$ cat src/core/svr_pkg.sv
/*
  Shared constants for the supply supervisor: clock rate, stretch and
  watchdog periods, debounce time and the watchdog sequence states.
  Assumes a single 125 MHz clock; the real periods come from the
  top-level parameters, which default to the counts derived here.
*/
package svr_pkg;

  localparam int CLK_PERIOD_NS = 8;
  localparam int NS_PER_MS = 1000000;
  localparam int CYC_PER_MS = NS_PER_MS / CLK_PERIOD_NS;

  // Reset stretch choices (least times, exact in whole cycles here)
  localparam int STRETCH0_MS = 10;
  localparam int STRETCH1_MS = 20;
  localparam int STRETCH2_MS = 40;
  localparam int STRETCH3_MS = 80;
  localparam int STRETCH0_CYC = STRETCH0_MS * CYC_PER_MS;
  localparam int STRETCH1_CYC = STRETCH1_MS * CYC_PER_MS;
  localparam int STRETCH2_CYC = STRETCH2_MS * CYC_PER_MS;
  localparam int STRETCH3_CYC = STRETCH3_MS * CYC_PER_MS;

  // Watchdog timeout choices (longest times)
  localparam int WD0_MS = 16;
  localparam int WD1_MS = 32;
  localparam int WD2_MS = 64;
  localparam int WD3_MS = 128;
  localparam int WD0_CYC = WD0_MS * CYC_PER_MS;
  localparam int WD1_CYC = WD1_MS * CYC_PER_MS;
  localparam int WD2_CYC = WD2_MS * CYC_PER_MS;
  localparam int WD3_CYC = WD3_MS * CYC_PER_MS;

  // Manual reset debounce, least time rounded up
  localparam int DEBOUNCE_NS = 5000;
  localparam int DEBOUNCE_CYC = (DEBOUNCE_NS + CLK_PERIOD_NS - 1) / CLK_PERIOD_NS;

  localparam int CNT_W = 32;
  localparam int DB_W = 12;
  localparam logic [1:0] WD_SEL_RST = 2'h0;

  // Synchroniser lane positions
  localparam int SYN_MAIN = 0;
  localparam int SYN_RAIL2 = 1;
  localparam int SYN_RAIL3 = 2;
  localparam int SYN_MR = 3;
  localparam int SYN_SCL = 4;
  localparam int SYN_SDA = 5;
  localparam int SYN_WP = 6;
  localparam int SYN_N = 7;

  typedef enum logic [2:0] {
    SVR_WD_IDLE = 3'h1,
    SVR_WD_START = 3'h2,
    SVR_WD_CLKLO = 3'h4
  } svr_wd_state_t;

endpackage

$ cat src/core/svr_top.sv
/*
  Supply supervisor pin logic: system reset with stretch, rail fail
  flags, early low supply flag, manual reset debounce and a watchdog
  restarted by two-wire bus start/clock/stop activity.
  Assumes comparator results and all pins arrive asynchronously; the
  period selects and the bus engine hooks are on the mclk_i domain.
*/
`timescale 1ns/1ps

// Functional notes
// Second rail fail low while rail below threshold
// Third rail fail low while rail below threshold
// Early low supply follows main comparator, push-pull
// Manual reset low starts system reset
// Reset held while button low, plus stretch
// Active-low variant pulls open-drain reset low
// Active-high variant drives push-pull reset high
// Reset held one stretch period at power-up
// Start, clock fall, stop restarts watchdog
// No restart within period asserts expiry
// Expiry output is active-low open-drain
// Write protect high blocks every write
// Data line open-drain, never driven high
// Data input sampled always, never gated
// Any complete bus transfer restarts watchdog
// Two stored bits select watchdog period
// Manual reset synchronised and debounced
// Comparator inputs synchronised before use
module svr_top #(
  parameter bit ACTIVE_HIGH_RESET = 1'b0,
  parameter int STRETCH_CYC0 = svr_pkg::STRETCH0_CYC,
  parameter int STRETCH_CYC1 = svr_pkg::STRETCH1_CYC,
  parameter int STRETCH_CYC2 = svr_pkg::STRETCH2_CYC,
  parameter int STRETCH_CYC3 = svr_pkg::STRETCH3_CYC,
  parameter int WD_CYC0 = svr_pkg::WD0_CYC,
  parameter int WD_CYC1 = svr_pkg::WD1_CYC,
  parameter int WD_CYC2 = svr_pkg::WD2_CYC,
  parameter int WD_CYC3 = svr_pkg::WD3_CYC
) (
  input wire logic mclk_i,
  input wire logic reset_n_i,
  input wire logic main_supply_ok_i,
  input wire logic second_rail_ok_i,
  input wire logic third_rail_ok_i,
  input wire logic manual_reset_n_i,
  input wire logic scl_i,
  input wire logic sda_i,
  input wire logic write_protect_i,
  input wire logic [1:0] stretch_sel_i,
  input wire logic [1:0] wd_sel_data_i,
  input wire logic wd_sel_wr_i,
  input wire logic sda_drive_low_i,
  output logic sys_reset_o,
  output logic sys_reset_oe_o,
  output logic second_rail_fail_n_o,
  output logic second_rail_fail_n_oe_o,
  output logic third_rail_fail_n_o,
  output logic third_rail_fail_n_oe_o,
  output logic early_low_supply_n_o,
  output logic watchdog_expired_n_o,
  output logic watchdog_expired_n_oe_o,
  output logic sda_o,
  output logic sda_oe_o,
  output logic [1:0] wd_sel_o
);

  function automatic logic [31:0] pick4(input logic [1:0] sel, input logic [31:0] a,
                                        input logic [31:0] b, input logic [31:0] c,
                                        input logic [31:0] d);
    case (sel)
      2'h0: pick4 = a;
      2'h1: pick4 = b;
      2'h2: pick4 = c;
      default: pick4 = d;
    endcase
  endfunction

  logic [svr_pkg::SYN_N-1:0] raw;
  logic [svr_pkg::SYN_N-1:0] sync1_ff;
  logic [svr_pkg::SYN_N-1:0] sync2_ff;
  assign raw = {write_protect_i, sda_i, scl_i, manual_reset_n_i,
                third_rail_ok_i, second_rail_ok_i, main_supply_ok_i};

  // Every pin passes two flops; the data lane is never gated
  genvar gi;
  generate
    for (gi = 0; gi < svr_pkg::SYN_N; gi++) begin : g_sync
      always_ff @(posedge mclk_i or negedge reset_n_i) begin
        if (!reset_n_i) begin
          sync1_ff[gi] <= 1'h0;
          sync2_ff[gi] <= 1'h0;
        end else begin
          sync1_ff[gi] <= raw[gi];
          sync2_ff[gi] <= sync1_ff[gi];
        end
      end
    end
  endgenerate

  logic main_s;
  logic rail2_s;
  logic rail3_s;
  logic mr_s;
  logic scl_s;
  logic sda_s;
  logic wp_s;
  assign main_s = sync2_ff[svr_pkg::SYN_MAIN];
  assign rail2_s = sync2_ff[svr_pkg::SYN_RAIL2];
  assign rail3_s = sync2_ff[svr_pkg::SYN_RAIL3];
  assign mr_s = sync2_ff[svr_pkg::SYN_MR];
  assign scl_s = sync2_ff[svr_pkg::SYN_SCL];
  assign sda_s = sync2_ff[svr_pkg::SYN_SDA];
  assign wp_s = sync2_ff[svr_pkg::SYN_WP];

  // Manual reset debounce: a level must hold a full window to be taken
  logic mr_db_ff;
  logic nxt_mr_db;
  logic [svr_pkg::DB_W-1:0] db_cnt_ff;
  logic [svr_pkg::DB_W-1:0] nxt_db_cnt;
  always_comb begin
    nxt_mr_db = mr_db_ff;
    nxt_db_cnt = '0;
    if (mr_s != mr_db_ff) begin
      if (db_cnt_ff == svr_pkg::DB_W'(svr_pkg::DEBOUNCE_CYC - 1)) begin
        nxt_mr_db = mr_s;
      end else begin
        nxt_db_cnt = db_cnt_ff + svr_pkg::DB_W'(1);
      end
    end
  end

  always_ff @(posedge mclk_i or negedge reset_n_i) begin
    if (!reset_n_i) begin
      mr_db_ff <= 1'h1;
      db_cnt_ff <= '0;
    end else begin
      mr_db_ff <= nxt_mr_db;
      db_cnt_ff <= nxt_db_cnt;
    end
  end

  // System reset with stretch; reset release also starts a stretch
  logic [31:0] stretch_lim;
  logic rst_cause;
  logic rst_act_ff;
  logic nxt_rst_act;
  logic [31:0] rst_cnt_ff;
  logic [31:0] nxt_rst_cnt;
  logic sys_reset_ff;
  logic nxt_sys_reset;
  logic sys_reset_oe_ff;
  logic nxt_sys_reset_oe;
  assign stretch_lim = pick4(stretch_sel_i, 32'(STRETCH_CYC0), 32'(STRETCH_CYC1),
                             32'(STRETCH_CYC2), 32'(STRETCH_CYC3));
  assign rst_cause = !main_s || !mr_db_ff;
  always_comb begin
    nxt_rst_cnt = rst_cnt_ff;
    if (rst_cause) begin
      nxt_rst_cnt = 32'h0000_0000;
    end else if (rst_cnt_ff < stretch_lim) begin
      nxt_rst_cnt = rst_cnt_ff + 32'h0000_0001;
    end
    nxt_rst_act = rst_cause || (nxt_rst_cnt < stretch_lim);
    // Open-drain variant only pulls low; push-pull variant drives both ways
    nxt_sys_reset = ACTIVE_HIGH_RESET ? nxt_rst_act : 1'h0;
    nxt_sys_reset_oe = ACTIVE_HIGH_RESET ? 1'h1 : nxt_rst_act;
  end

  always_ff @(posedge mclk_i or negedge reset_n_i) begin
    if (!reset_n_i) begin
      rst_act_ff <= 1'h1;
      rst_cnt_ff <= 32'h0000_0000;
      sys_reset_ff <= ACTIVE_HIGH_RESET;
      sys_reset_oe_ff <= 1'h1;
    end else begin
      rst_act_ff <= nxt_rst_act;
      rst_cnt_ff <= nxt_rst_cnt;
      sys_reset_ff <= nxt_sys_reset;
      sys_reset_oe_ff <= nxt_sys_reset_oe;
    end
  end

  // Rail flags carry no stretch, only the synchroniser delay and one output flop
  logic rail2_oe_ff;
  logic rail3_oe_ff;
  logic early_low_ff;
  logic sda_oe_ff;
  always_ff @(posedge mclk_i or negedge reset_n_i) begin
    if (!reset_n_i) begin
      rail2_oe_ff <= 1'h1;
      rail3_oe_ff <= 1'h1;
      early_low_ff <= 1'h0;
      sda_oe_ff <= 1'h0;
    end else begin
      rail2_oe_ff <= !rail2_s;
      rail3_oe_ff <= !rail3_s;
      early_low_ff <= main_s;
      sda_oe_ff <= sda_drive_low_i;
    end
  end

  // Watchdog restart sequence detector
  logic scl_prev_ff;
  logic sda_prev_ff;
  logic bus_start;
  logic bus_stop;
  logic scl_fall;
  logic kick;
  svr_pkg::svr_wd_state_t wd_st_ff;
  svr_pkg::svr_wd_state_t nxt_wd_st;
  assign bus_start = scl_s && scl_prev_ff && sda_prev_ff && !sda_s;
  assign bus_stop = scl_s && scl_prev_ff && !sda_prev_ff && sda_s;
  assign scl_fall = scl_prev_ff && !scl_s;

  always_comb begin
    nxt_wd_st = wd_st_ff;
    kick = 1'h0;
    case (wd_st_ff)
      svr_pkg::SVR_WD_IDLE: begin
        if (bus_start) begin
          nxt_wd_st = svr_pkg::SVR_WD_START;
        end
      end
      svr_pkg::SVR_WD_START: begin
        if (bus_stop) begin
          nxt_wd_st = svr_pkg::SVR_WD_IDLE;
        end else if (scl_fall) begin
          nxt_wd_st = svr_pkg::SVR_WD_CLKLO;
        end
      end
      svr_pkg::SVR_WD_CLKLO: begin
        // Full transfers pass through here too, so they restart as well
        if (bus_stop) begin
          kick = 1'h1;
          nxt_wd_st = svr_pkg::SVR_WD_IDLE;
        end else if (bus_start) begin
          nxt_wd_st = svr_pkg::SVR_WD_START;
        end
      end
      default: nxt_wd_st = svr_pkg::SVR_WD_IDLE;
    endcase
  end

  // Watchdog period select and timer
  logic [1:0] wd_sel_ff;
  logic [1:0] nxt_wd_sel;
  logic sel_wr_ok;
  logic [31:0] wd_lim;
  logic [31:0] wd_cnt_ff;
  logic [31:0] nxt_wd_cnt;
  logic wd_oe_ff;
  logic nxt_wd_oe;
  assign sel_wr_ok = wd_sel_wr_i && !wp_s;
  assign wd_lim = pick4(wd_sel_ff, 32'(WD_CYC0), 32'(WD_CYC1),
                        32'(WD_CYC2), 32'(WD_CYC3));

  always_comb begin
    nxt_wd_sel = sel_wr_ok ? wd_sel_data_i : wd_sel_ff;
    nxt_wd_cnt = wd_cnt_ff;
    // A new period restarts the count so the old one cannot trip early
    if (kick || sel_wr_ok) begin
      nxt_wd_cnt = 32'h0000_0000;
    end else if (wd_cnt_ff < wd_lim) begin
      nxt_wd_cnt = wd_cnt_ff + 32'h0000_0001;
    end
    nxt_wd_oe = (nxt_wd_cnt >= wd_lim);
  end

  always_ff @(posedge mclk_i or negedge reset_n_i) begin
    if (!reset_n_i) begin
      scl_prev_ff <= 1'h0;
      sda_prev_ff <= 1'h0;
      wd_st_ff <= svr_pkg::SVR_WD_IDLE;
      wd_sel_ff <= svr_pkg::WD_SEL_RST;
      wd_cnt_ff <= 32'h0000_0000;
      wd_oe_ff <= 1'h0;
    end else begin
      scl_prev_ff <= scl_s;
      sda_prev_ff <= sda_s;
      wd_st_ff <= nxt_wd_st;
      wd_sel_ff <= nxt_wd_sel;
      wd_cnt_ff <= nxt_wd_cnt;
      wd_oe_ff <= nxt_wd_oe;
    end
  end

  // Open-drain lanes only ever drive zero; the pull-up gives the high
  assign sys_reset_o = sys_reset_ff;
  assign sys_reset_oe_o = sys_reset_oe_ff;
  assign second_rail_fail_n_o = 1'h0;
  assign second_rail_fail_n_oe_o = rail2_oe_ff;
  assign third_rail_fail_n_o = 1'h0;
  assign third_rail_fail_n_oe_o = rail3_oe_ff;
  assign early_low_supply_n_o = early_low_ff;
  assign watchdog_expired_n_o = 1'h0;
  assign watchdog_expired_n_oe_o = wd_oe_ff;
  assign sda_o = 1'h0;
  assign sda_oe_o = sda_oe_ff;
  assign wd_sel_o = wd_sel_ff;
endmodule

$ cat config.mk
export PLATFORM = sky130hd
export DESIGN_NAME = svr_top
export DESIGN_NICKNAME = d
export VERILOG_FILES = /design/src/core/svr_pkg.sv /design/src/core/svr_top.sv
export SDC_FILE = /design/constraint.sdc
export NUM_CORES = 1
export LEC_CHECK = 0
export ABC_AREA = 0
export BUFFER_PORTS_ARGS = -buffer_cell sky130_fd_sc_hd__buf_2
export CAP_MARGIN = 15
export CORE_UTILIZATION = 62
export DETAILED_ROUTE_END_ITERATION = 10
export GPL_ROUTABILITY_DRIVEN = 0
export MAX_ROUTING_LAYER = met4
export PLACE_DENSITY_LB_ADDON = 0.15
export SLEW_MARGIN = 20
export SYNTH_ARGS = -nofsm -noshare
export SYNTH_HDL_FRONTEND = slang
export SYNTH_SLANG_ARGS = --single-unit
$ cat constraint.sdc
create_clock -name mclk_i -period 5.4 [get_ports mclk_i]
set_input_delay 1.08 -clock mclk_i [delete_from_list [all_inputs] [get_ports mclk_i]]
set_output_delay 1.08 -clock mclk_i [all_outputs]
set_load 0.05 [all_outputs]
### Yosys cells after proc, flatten, opt, wreduce, memory -nomap -nowiden

Index checks and enable logic that the tools add are counted.

* register bits after elaboration: 104
* output and inout bits: 13

* $add $sub $neg: 3
* magnitude comparators: 4
* eq/ne operators: 10
* mux-type cells: 15
* reductions and logical operators: 21

Operators with widths (number)
* 24-bit case mux with 3 select lines: 2
* 32-bit 2-to-1 mux: 4
* 32-bit less-than comparator: 3
* 32-bit by 1-bit adder with 32-bit output, second input constant: 2
* 32-bit greater-or-equal comparator: 1
* 12-bit 2-to-1 mux: 2
* 12-bit by 1-bit adder with 12-bit output, second input constant: 1
* 12-bit by 10-bit == test with 1-bit output, second input constant: 1
* 3-bit 2-to-1 mux: 4
* 3-bit case mux with 3 select lines: 1
* 1-bit logical NOT: 8
* 1-bit logical AND: 7
* 2-bit by 1-bit == test with 1-bit output, second input constant: 2
* 2-bit == test, second input constant: 2
* 2-bit logical NOT: 2
* 3-bit by 1-bit == test with 1-bit output, second input constant: 1
* 3-bit by 2-bit == test with 1-bit output, second input constant: 1
* 3-bit == test, second input constant: 1
* 1-bit logical OR: 3
* 3-bit inequality test, second input constant: 1
* 1-bit 2-to-1 mux: 2
* 2-bit AND reduction: 1
* 1-bit inequality test: 1

### Depth between registers and ports, before layout

Gate-level depths: netlist (run 1).

* depth in word-level cells: 8
* depth in mapped cells: 22

### Worst setup path before layout (run 1)

No wires, ideal clock.

* kind: input-to-reg
* start: input port stretch_sel_i[1]
* end: register sys_reset_oe_ff (netlist: sys_reset_oe_o)
* data arrival time: 4.888 ns
* slack: 0.416 ns
* stages on the path: 20
* buffers on the path: 0
* cell sequence: inv_1 > ha_1 > inv_1 > ha_1 > a21o_1 > a21o_1 > a211oi_1 > o21ai_0 > a2111oi_2 > nand3_1 > or3_1 > a21oi_1 > ha_1 > a21o_1 > a21oi_1 > nor2b_1 > o21ai_0 > a21oi_1 > o21a_1 > nor4_1

* cells in the longest elaborated chain, start to end: 7

RTL lines
* start, declared: line svr_top.sv:49 `input wire logic [1:0] stretch_sel_i,`
* 2-bit == test, or another cell as far along: line svr_top.sv:70 `case (sel)`
* 24-bit case mux with 3 select lines (*): line svr_top.sv:70
* 32-bit less-than comparator (*): line svr_top.sv:160 `end else if (rst_cnt_ff < stretch_lim) begin`
* 32-bit 2-to-1 mux (*): line svr_top.sv:160
* 32-bit 2-to-1 mux (*): line svr_top.sv:158 `if (rst_cause) begin`
* net nxt_rst_cnt[10]: line svr_top.sv:148 `logic [31:0] nxt_rst_cnt;`
* 32-bit less-than comparator (*): line svr_top.sv:163 `nxt_rst_act = rst_cause || (nxt_rst_cnt < stretch_lim);`
* 1-bit logical OR (*): line svr_top.sv:163
* net nxt_rst_act: line svr_top.sv:146 `logic nxt_rst_act;`
* end signal, assigned: line svr_top.sv:179 `sys_reset_oe_ff <= nxt_sys_reset_oe;`
* end, declared: line svr_top.sv:151 `logic sys_reset_oe_ff;`

Mark *: on every way through the listed nets, which the timed path passes. The rest lies on a longest branch.
A chain may end at the register's enable or synchronous reset.

### Worst setup path after layout (run 1)

Ends and elaborated chain as after synthesis.

==> reports/qor_table.md, run 1 <==
| Group | Quantity | Value |
|---|---|---|
| status | Run status | finished clean |
| die | Initial Util | 64.3% |
| job | Max-cap viol count | 0 |
| clock tree | H-Tree Depth | 3 |
| finish | Fraction of the core area covered by cells at the end of the flow | 69.5% |
| power | Power density cells | 226 nW/um^2 |
| sta | Post-route clock period utilization | 95.4% |
| sta | Final setup vio count | 0 |
| routing | Drt first pass iters | 5 |
| global routing | Maximum number of pins on one net before global-route repair | 57 |
| global routing | First-pass GRT wire length | 22200 um |
| synthesis | Top cells by area in the synthesized netlist | sky130_fd_sc_hd__dfrtp_1 39%, sky130_fd_sc_hd__ha_1 16%, sky130_fd_sc_hd__nor2_1 4.0%, sky130_fd_sc_hd__xor2_1 3.9%, sky130_fd_sc_hd__nand4_1 2.7% |
| hold path | Worst Hold Depth | 1 |
| finish | Ratio of cells with drive above 1 in the final layout | 9.35% |
| routing | Antenna viol nets, final | 0 |
| finish | Number of diodes added for antenna fixing | 0 |
| die | Core box area | 9820 um^2 |
| synthesis | Number of flops mapped to enable cells by yosys | 0 |
| die | I/O pin cnt | 28 |
| global routing | Overall Global Routing Usage | 28.5% |
| clock tree | Buffers inserted by post-CTS timing repair | 0 |
| critical path | Biggest cell delay along the critical path | 0.36 ns |
| synthesis | Flop and latch count out of synthesis | 104 |
| clock tree | Clock tree buffer depth | 2 |
| critical path | Critical path, cell by cell | buf_2 -> inv_1 -> ha_1 -> inv_1 -> ha_1 -> a21o_1 -> a21o_1 -> a211oi_1 -> o21ai_0 -> a2111oi_2 -> buf_4 -> nand3_1 -> xor2_1 -> nor2_1 -> ha_1 -> nor2b_1 -> o21ai_0 -> nand2b_1 -> a21oi_1 -> nor2_1 -> o41a_1 -> nor4_1 |
| sta | Final worst-path setup slack | 0.249 ns |
| finish | Synth-to-layout area growth | 8.05% |
| die | Rows | 36 |
| synthesis | Share of async-settable or async-resettable flops after synthesis | 100% |
| routing | Total wire length after detailed routing | 13400 um |
| die | Overall die height | 103 um |
| critical path | CP startpoint kind | input pin |
| power | Worst voltage drop across the vdd grid | 252 uV |
| finish | Layout fillers | 755 |
| sta | Hold violation count in the final report | 0 |
| critical path | Maximum fanout along the worst path | 6 |
| routing | DRC violation count after routing | 0 |
| sta | Worst hold-check slack | 0.354 ns |
| synthesis | Part of the Yosys area used for sequential elements | 41.3% |
| critical path | Worst path slowest cell | sky130_fd_sc_hd__a2111oi_2 |
| routing | DR vias | 4809 |
| placed design | Detailed Place HPWL | 10000 um |
| sta | Unrepaired setup endpoints after global routing | no |
| sta | Achievable Freq | 194 MHz |
| synthesis | Most frequent cells after synthesis | 99 x sky130_fd_sc_hd__dfrtp_1, 82 x sky130_fd_sc_hd__ha_1, 67 x sky130_fd_sc_hd__nor2_1 |
| global routing | Overflow after GRT | 0 |
| synthesis | Mapped Area | 6310 um^2 |
| critical path | Category of the worst setup path capture point | register |
| synthesis | Per-instance average area after synthesis | 9.91 um^2 |
| finish | Area of all sequential standard cells | 2610 um^2 |
| hold path | Worst hold path class | reg -> reg |
| clock tree | TritonCTS clock tree | yes |
| clock tree | Latest clock arrival within the worst-skew pair | 0.39 ns |
| sta | Final Critical Period | 5.15 ns |
| sta | Slew @ Worst Pin | 0.974 ns |
| critical path | Data required time at the worst endpoint | 5.67 ns |
| finish | Number of nets in the final layout | 766 |
| clock tree | Resized cells post-CTS | 0 |
| routing | Routed wirelength normalized by instance count | 16.6 um |
| die | Die extent in x | 103 um |
| synthesis | Post-synth top flop | sky130_fd_sc_hd__dfrtp_1 |
| global routing | Antenna violations before repair | 0 |
| synthesis | Share of Yosys cell area claimed by the top area cell type | 39.2% |
| clock tree | Hold-fix buffers, CTS | 0 |
| critical path | WS Path Type | in -> reg |
| critical path | Length in cells of the worst reg-to-reg path | 18 |
| routing | Detailed Route Iter0 Violations | 290 |
| die | Area of the die | 10600 um^2 |
| synthesis | Netlist cell types | 55 |
| sta | Setup skew after layout | 0.0174 ns |
| power | Leakage | 0.00336 uW |
| placed design | IO Port Bufs | 22 |
| sta | Number of max-slew violations in the final report | 0 |
| clock tree | Buffer cell driving the clock tree root | sky130_fd_sc_hd__clkbuf_8 |
| clock tree | CTS Sinks | 104 |
| finish | Area of the multi-input gates | 3530 um^2 |
| critical path | Signal arrival time at the worst endpoint | 5.42 ns |
| critical path | Most frequent cell on the critical path | sky130_fd_sc_hd__ha_1 |
| synthesis | Cells after Synth | 637 |
| clock tree | Clock transition at the registers of the reported paths | 0.10 ns |
| placed design | Placement-stage worst setup slack | -0.154 ns |
| synthesis | Largest area contributor in the synthesized netlist | sky130_fd_sc_hd__dfrtp_1 |
| global routing | Vias in the first global route | 4801 |
| clock tree | Total clock buffers created by CTS | 9 |
| synthesis | Most frequently used cell type in the post-synthesis netlist | sky130_fd_sc_hd__dfrtp_1 |
| routing | Via-to-Cell Ratio | 5.96 |
| synthesis | Yosys warning count | 0 |
| sta | Max_slew headroom | 34.9% |
==> final cells by class <==
class                           count  share of cell area, %
Tap cell                          133                   2.44
Sequential cell                   104                   38.2
Multi-Input combinational cell    489                   51.7
Clock inverter                      5                  0.935
Timing Repair Buffer               33                   2.86
Clock buffer                       11                   2.07
Inverter                           32                   1.76
==> sequential cells by signal, summed over array words and instances (netlist names), 2 cells and up <==
register    flops
sync1_ff        7
wd_sel_o        2
db_cnt_ff      12
rst_cnt_ff     32
wd_st_ff        3
wd_cnt_ff      32
==> layout by cell type, fill, tap and decap left out, drive strengths merged, types with 23 or more instances in the layout <==
master	n
inv	34
nand2	33
ha	82
nand3	24
xor2	28
buf	33
dfrtp	99
a21oi	30
nor2	67
o21ai	23
nand4	27
==> kinds of logic after synthesis <==
| logic type | share of synthesized area, % |
|---|---|
| AOI/OAI and AO/OA | 11.6 |
| adders and majority gates | 16.3 |
| buffers and inverters | 3.15 |
| DFF | 41.3 |
| xor gates and xnor gates | 6.10 |
| muxes | 0.971 |
| and+or+nand+nor | 20.5 |
| other | 0.0594 |
==> routing by layer <==
layer,global-route usage (%),up-vias,share of wire (%)
met5,-,-,0
met4,10.2,0,1.9
met3,5.90,21,3.6
met2,47.0,93,50
met1,34.9,2343,45
li1,-,2352,-
==> per-stage QoR <==
step	setup TNS [ns]	total power [uW]	cell area, um^2	instances
6_report	0	1540	6820	807
5_1_grt	0	1620	6820	807
4_1_cts	0	1560	6820	807
3_5_place_dp	-0.154	1040	6610	791
3_3_place_gp	0	1030	6610	791
2_1_floorplan	0	977	6330	641
==> critical path, delay by kind of cell <==
family                   cells  cell delay, ns
adder cells (fa/ha/maj)      3            0.79
AO/OA/AOI/OAI                8            1.81
XOR/XNOR                     1            0.19
AND/OR/NAND/NOR              6            0.90
buffers and inverters        4            0.63
==> final timing paths <==
check / slack (ns) / end / start
min in group asynchronous: 0.74 / wd_cnt_ff[19] / reset_n_i
worst max-delay path: 0.25 / sys_reset_oe_o / stretch_sel_i[1]
worst max register to register: 0.59 / watchdog_expired_n_oe_o / wd_sel_o[0]
worst min register to register: 0.35 / second_rail_fail_n_oe_o / rail2_s
worst min-delay path: 0.35 / second_rail_fail_n_oe_o / rail2_s
max in group asynchronous: 3.60 / rst_cnt_ff[22] / reset_n_i
==> report_power, final <==
group	switching, uW	leakage [uW]	internal [uW]	total, uW
Clock	281	0.000106	232	513
Combinational	130	0.00187	72.5	202
Sequential	24.5	0.00138	802	826
Total	435	0.00336	1110	1540
(Power assumes the default switching activity.)
==> inputs of run 2 (changes only) <==
--- a/config.mk
+++ b/config.mk
@@ -8,7 +8,7 @@
 export ABC_AREA = 0
 export BUFFER_PORTS_ARGS = -buffer_cell sky130_fd_sc_hd__buf_2
 export CAP_MARGIN = 15
-export CORE_UTILIZATION = 62
+export CORE_UTILIZATION = 48
 export DETAILED_ROUTE_END_ITERATION = 10
 export GPL_ROUTABILITY_DRIVEN = 0
 export MAX_ROUTING_LAYER = met4
==> reports/qor_table.md, run 2 (synthesized netlist as in run 1, its figures left out) <==
| Group | Quantity | Value | Change |
|---|---|---|---|
| status | Run status | finished clean |  |
| critical path | Maximum fanout along the worst path | 8 | +2 |
| routing | Drt first pass iters | 4 | -1 |
| placed design | Placed Instances | 831 | +5.1% |
| finish | Commonest non-fill, non-tap cell in the layout | sky130_fd_sc_hd__dfrtp_1 |  |
| routing | Via-to-Cell Ratio | 5.63 | -5.5% |
| sta | Achievable Freq | 196 MHz | +1.1% |
| die | I/O pin cnt | 28 | unchanged |
| clock tree | Clock tree buffer depth | 2 | unchanged |
| critical path | Signal arrival time at the worst endpoint | 5.36 ns | -0.06 ns |
| routing | DR vias | 4777 | -0.67% |
| clock tree | Clock transition at the registers of the reported paths | 0.07 ns | -0.03 ns |
| global routing | Overflow after GRT | 0 | unchanged |
| critical path | Most frequent cell on the critical path | sky130_fd_sc_hd__a21oi_1 |  |
| critical path | WS Path Type | in -> reg |  |
| sta | Unrepaired setup endpoints after global routing | no |  |
| critical path | CP startpoint kind | input pin |  |
| die | Area of the die | 13600 um^2 | +29% |
| global routing | Antenna violations before repair | 0 | unchanged |
| die | Die extent in x | 117 um | +13% |
| hold path | Worst hold path class | reg -> reg |  |
| finish | Number of diodes added for antenna fixing | 0 | unchanged |
| sta | Final setup vio count | 0 | unchanged |
| routing | Detailed Route Iter0 Violations | 234 | -19% |
| critical path | Biggest cell delay along the critical path | 0.42 ns | +0.06 ns |
| clock tree | Buffer cell driving the clock tree root | sky130_fd_sc_hd__clkbuf_16 |  |
| clock tree | TritonCTS clock tree | yes |  |
| sta | Max_slew headroom | 40.6% | +5.6 points |
| die | Initial Util | 49.6% | -15 points |
| critical path | Critical path, cell by cell | buf_2 -> inv_1 -> ha_2 -> inv_1 -> ha_1 -> a21o_1 -> a21o_1 -> a21oi_1 -> o22ai_1 -> a2111oi_2 -> buf_4 -> nand3_1 -> or3_1 -> a21oi_1 -> ha_1 -> a21o_1 -> a21oi_1 -> nor2b_1 -> o21ai_0 -> a21oi_1 -> o21a_1 -> nor4_1 |  |
| power | Switching Share | 26.9% | -1.3 points |
| clock tree | CTS Sinks | 104 | unchanged |
| die | Core box area | 12700 um^2 | +30% |
| power | Leakage | 0.00340 uW | +1.3% |
| placed design | Detailed Place HPWL | 9740 um | -2.8% |
| placed design | IO Port Bufs | 22 | unchanged |
| sta | Number of max-slew violations in the final report | 0 | unchanged |
| finish | Leading cell types in the layout, fill and taps excluded | 99 x sky130_fd_sc_hd__dfrtp_1, 81 x sky130_fd_sc_hd__ha_1, 67 x sky130_fd_sc_hd__nor2_1 |  |
| global routing | First-pass GRT wire length | 23100 um | +3.7% |
| die | Rows | 41 | +14% |
| sta | Post-route clock period utilization | 94.4% | -1.0 points |
| global routing | Maximum number of pins on one net before global-route repair | 69 | +21% |
| power | Switching power | 458 uW | +5.1% |
| clock tree | Latest clock arrival within the worst-skew pair | 0.35 ns | -0.04 ns |
| job | Max-cap viol count | 0 | unchanged |
| finish | Ratio of cells with drive above 1 in the final layout | 9.62% | +0.27 points |
| clock tree | Total clock buffers created by CTS | 9 | unchanged |
| sta | Setup TNS | 0 ns | unchanged |
| power | Clock network fraction of design power | 39.4% | +6.1 points |
| placed design | Placement-stage worst setup slack | -0.138 ns | +0.0157 ns |
| finish | Synth-to-layout area growth | 10.5% |  |
| power | Worst voltage drop across the vdd grid | 148 uV | -41% |
| clock tree | H-Tree Depth | 3 | unchanged |
| global routing | Vias in the first global route | 4905 | +2.2% |
| sta | Final Critical Period | 5.10 ns | -0.0540 ns |
| routing | Routed wirelength normalized by instance count | 15.8 um | -5.0% |
| sta | Setup skew after layout | 0.00605 ns | -0.0114 ns |
| die | Overall die height | 117 um | +13% |
| critical path | Data required time at the worst endpoint | 5.66 ns | about the same |
| power | Combinational share of power | 12.1% | -1.0 points |
| finish | Post-Layout Cell Count | 848 | +5.1% |
| sta | Slew @ Worst Pin | 0.892 ns | -0.0819 ns |
| global routing | Overall Global Routing Usage | 22.7% | -5.9 points |
| power | Sum of internal, switching and leakage power | 1700 uW | +10% |
| clock tree | Hold-fix buffers, CTS | 0 | unchanged |
| sta | Hold violation count in the final report | 0 | unchanged |
| power | Register share of total power | 48.6% | -5.0 points |
| sta | Final worst-path setup slack | 0.303 ns | +0.0540 ns |
| routing | DRC violation count after routing | 0 | unchanged |
| routing | Total wire length after detailed routing | 13400 um | -0.22% |
| routing | Antenna viol nets, final | 0 | unchanged |
| critical path | Worst path slowest cell | sky130_fd_sc_hd__a2111oi_2 |  |
| power | Internal Power | 1240 uW | +12% |
| power | Power density cells | 244 nW/um^2 | +7.7% |
| critical path | Category of the worst setup path capture point | register |  |
| finish | Number of nets in the final layout | 768 | +0.26% |
| finish | Registers with the most flip-flops | rst_cnt_ff x32, wd_cnt_ff x32, db_cnt_ff x12 |  |
==> run 2: cell type report <==
type	instances	area, um^2
tap	172	215
clock inverter	5	66.3
inverter	32	120
timing repair buffer	35	210
sequential	104	2610
fill	1172	5750
clock buffer	11	233
multi-input combinational	489	3520
==> run 2: worst paths after layout <==
check,from,to,slack [ns],depth (start not counted)
worst max-delay path,stretch_sel_i[0],sys_reset_oe_o,0.30,22
worst min-delay path,rail3_s,third_rail_fail_n_oe_o,0.35,1
worst max register to register,wd_sel_o[1],watchdog_expired_n_oe_o,0.40,18
worst min register to register,rail3_s,third_rail_fail_n_oe_o,0.35,1
max in group asynchronous,reset_n_i,mr_db_ff,3.50,2
min in group asynchronous,reset_n_i,rail2_s,0.85,1
==> run 2: timing repair <==
action / in CTS / in global routing
gates resized for setup: 0 / 4
endpoints found under the setup margin: 0 / 1
setup buffers: 0 / 1
==> run 2: stage by stage <==
stage | hold WS [ns] | cell area [um^2] | utilization [%]
3_3_place_gp | 0.333 | 6670 | 52.4
3_5_place_dp | 0.337 | 6670 | 52.4
4_1_cts | 0.350 | 6970 | 54.8
2_1_floorplan | 0.331 | 6330 | -
6_report | 0.350 | 6980 | 54.8
5_1_grt | 0.357 | 6980 | 54.8
==> run 2: power by group through the flow <==
stage	registers [uW]	logic (uW)	clock network, uW
4_1_cts	825	206	693
3_3_place_gp	839	198	0
5_1_grt	829	233	715
3_5_place_dp	841	204	0
2_1_floorplan	848	129	0
6_report	825	205	669
==> run 2: worst max-delay path: cells and delay by family <==
| kind | cells | cell delay (ns) |
|---|---|---|
| AO/OA/AOI/OAI | 11 | 1.96 |
| adder cells (fa/ha/maj) | 3 | 0.88 |
| AND/OR/NAND/NOR | 4 | 0.86 |
| buffers and inverters | 4 | 0.56 |
==> run 2: metal layers <==
| layer | vias up | share of wire (%) | GRT usage [%] |
|---|---|---|---|
| met5 | - | 0 | - |
| li1 | 2351 | - | - |
| met1 | 2348 | 48 | 27.8 |
| met3 | 19 | 2.9 | 4.77 |
| met2 | 59 | 48 | 37.3 |
| met4 | 0 | 1.5 | 7.51 |
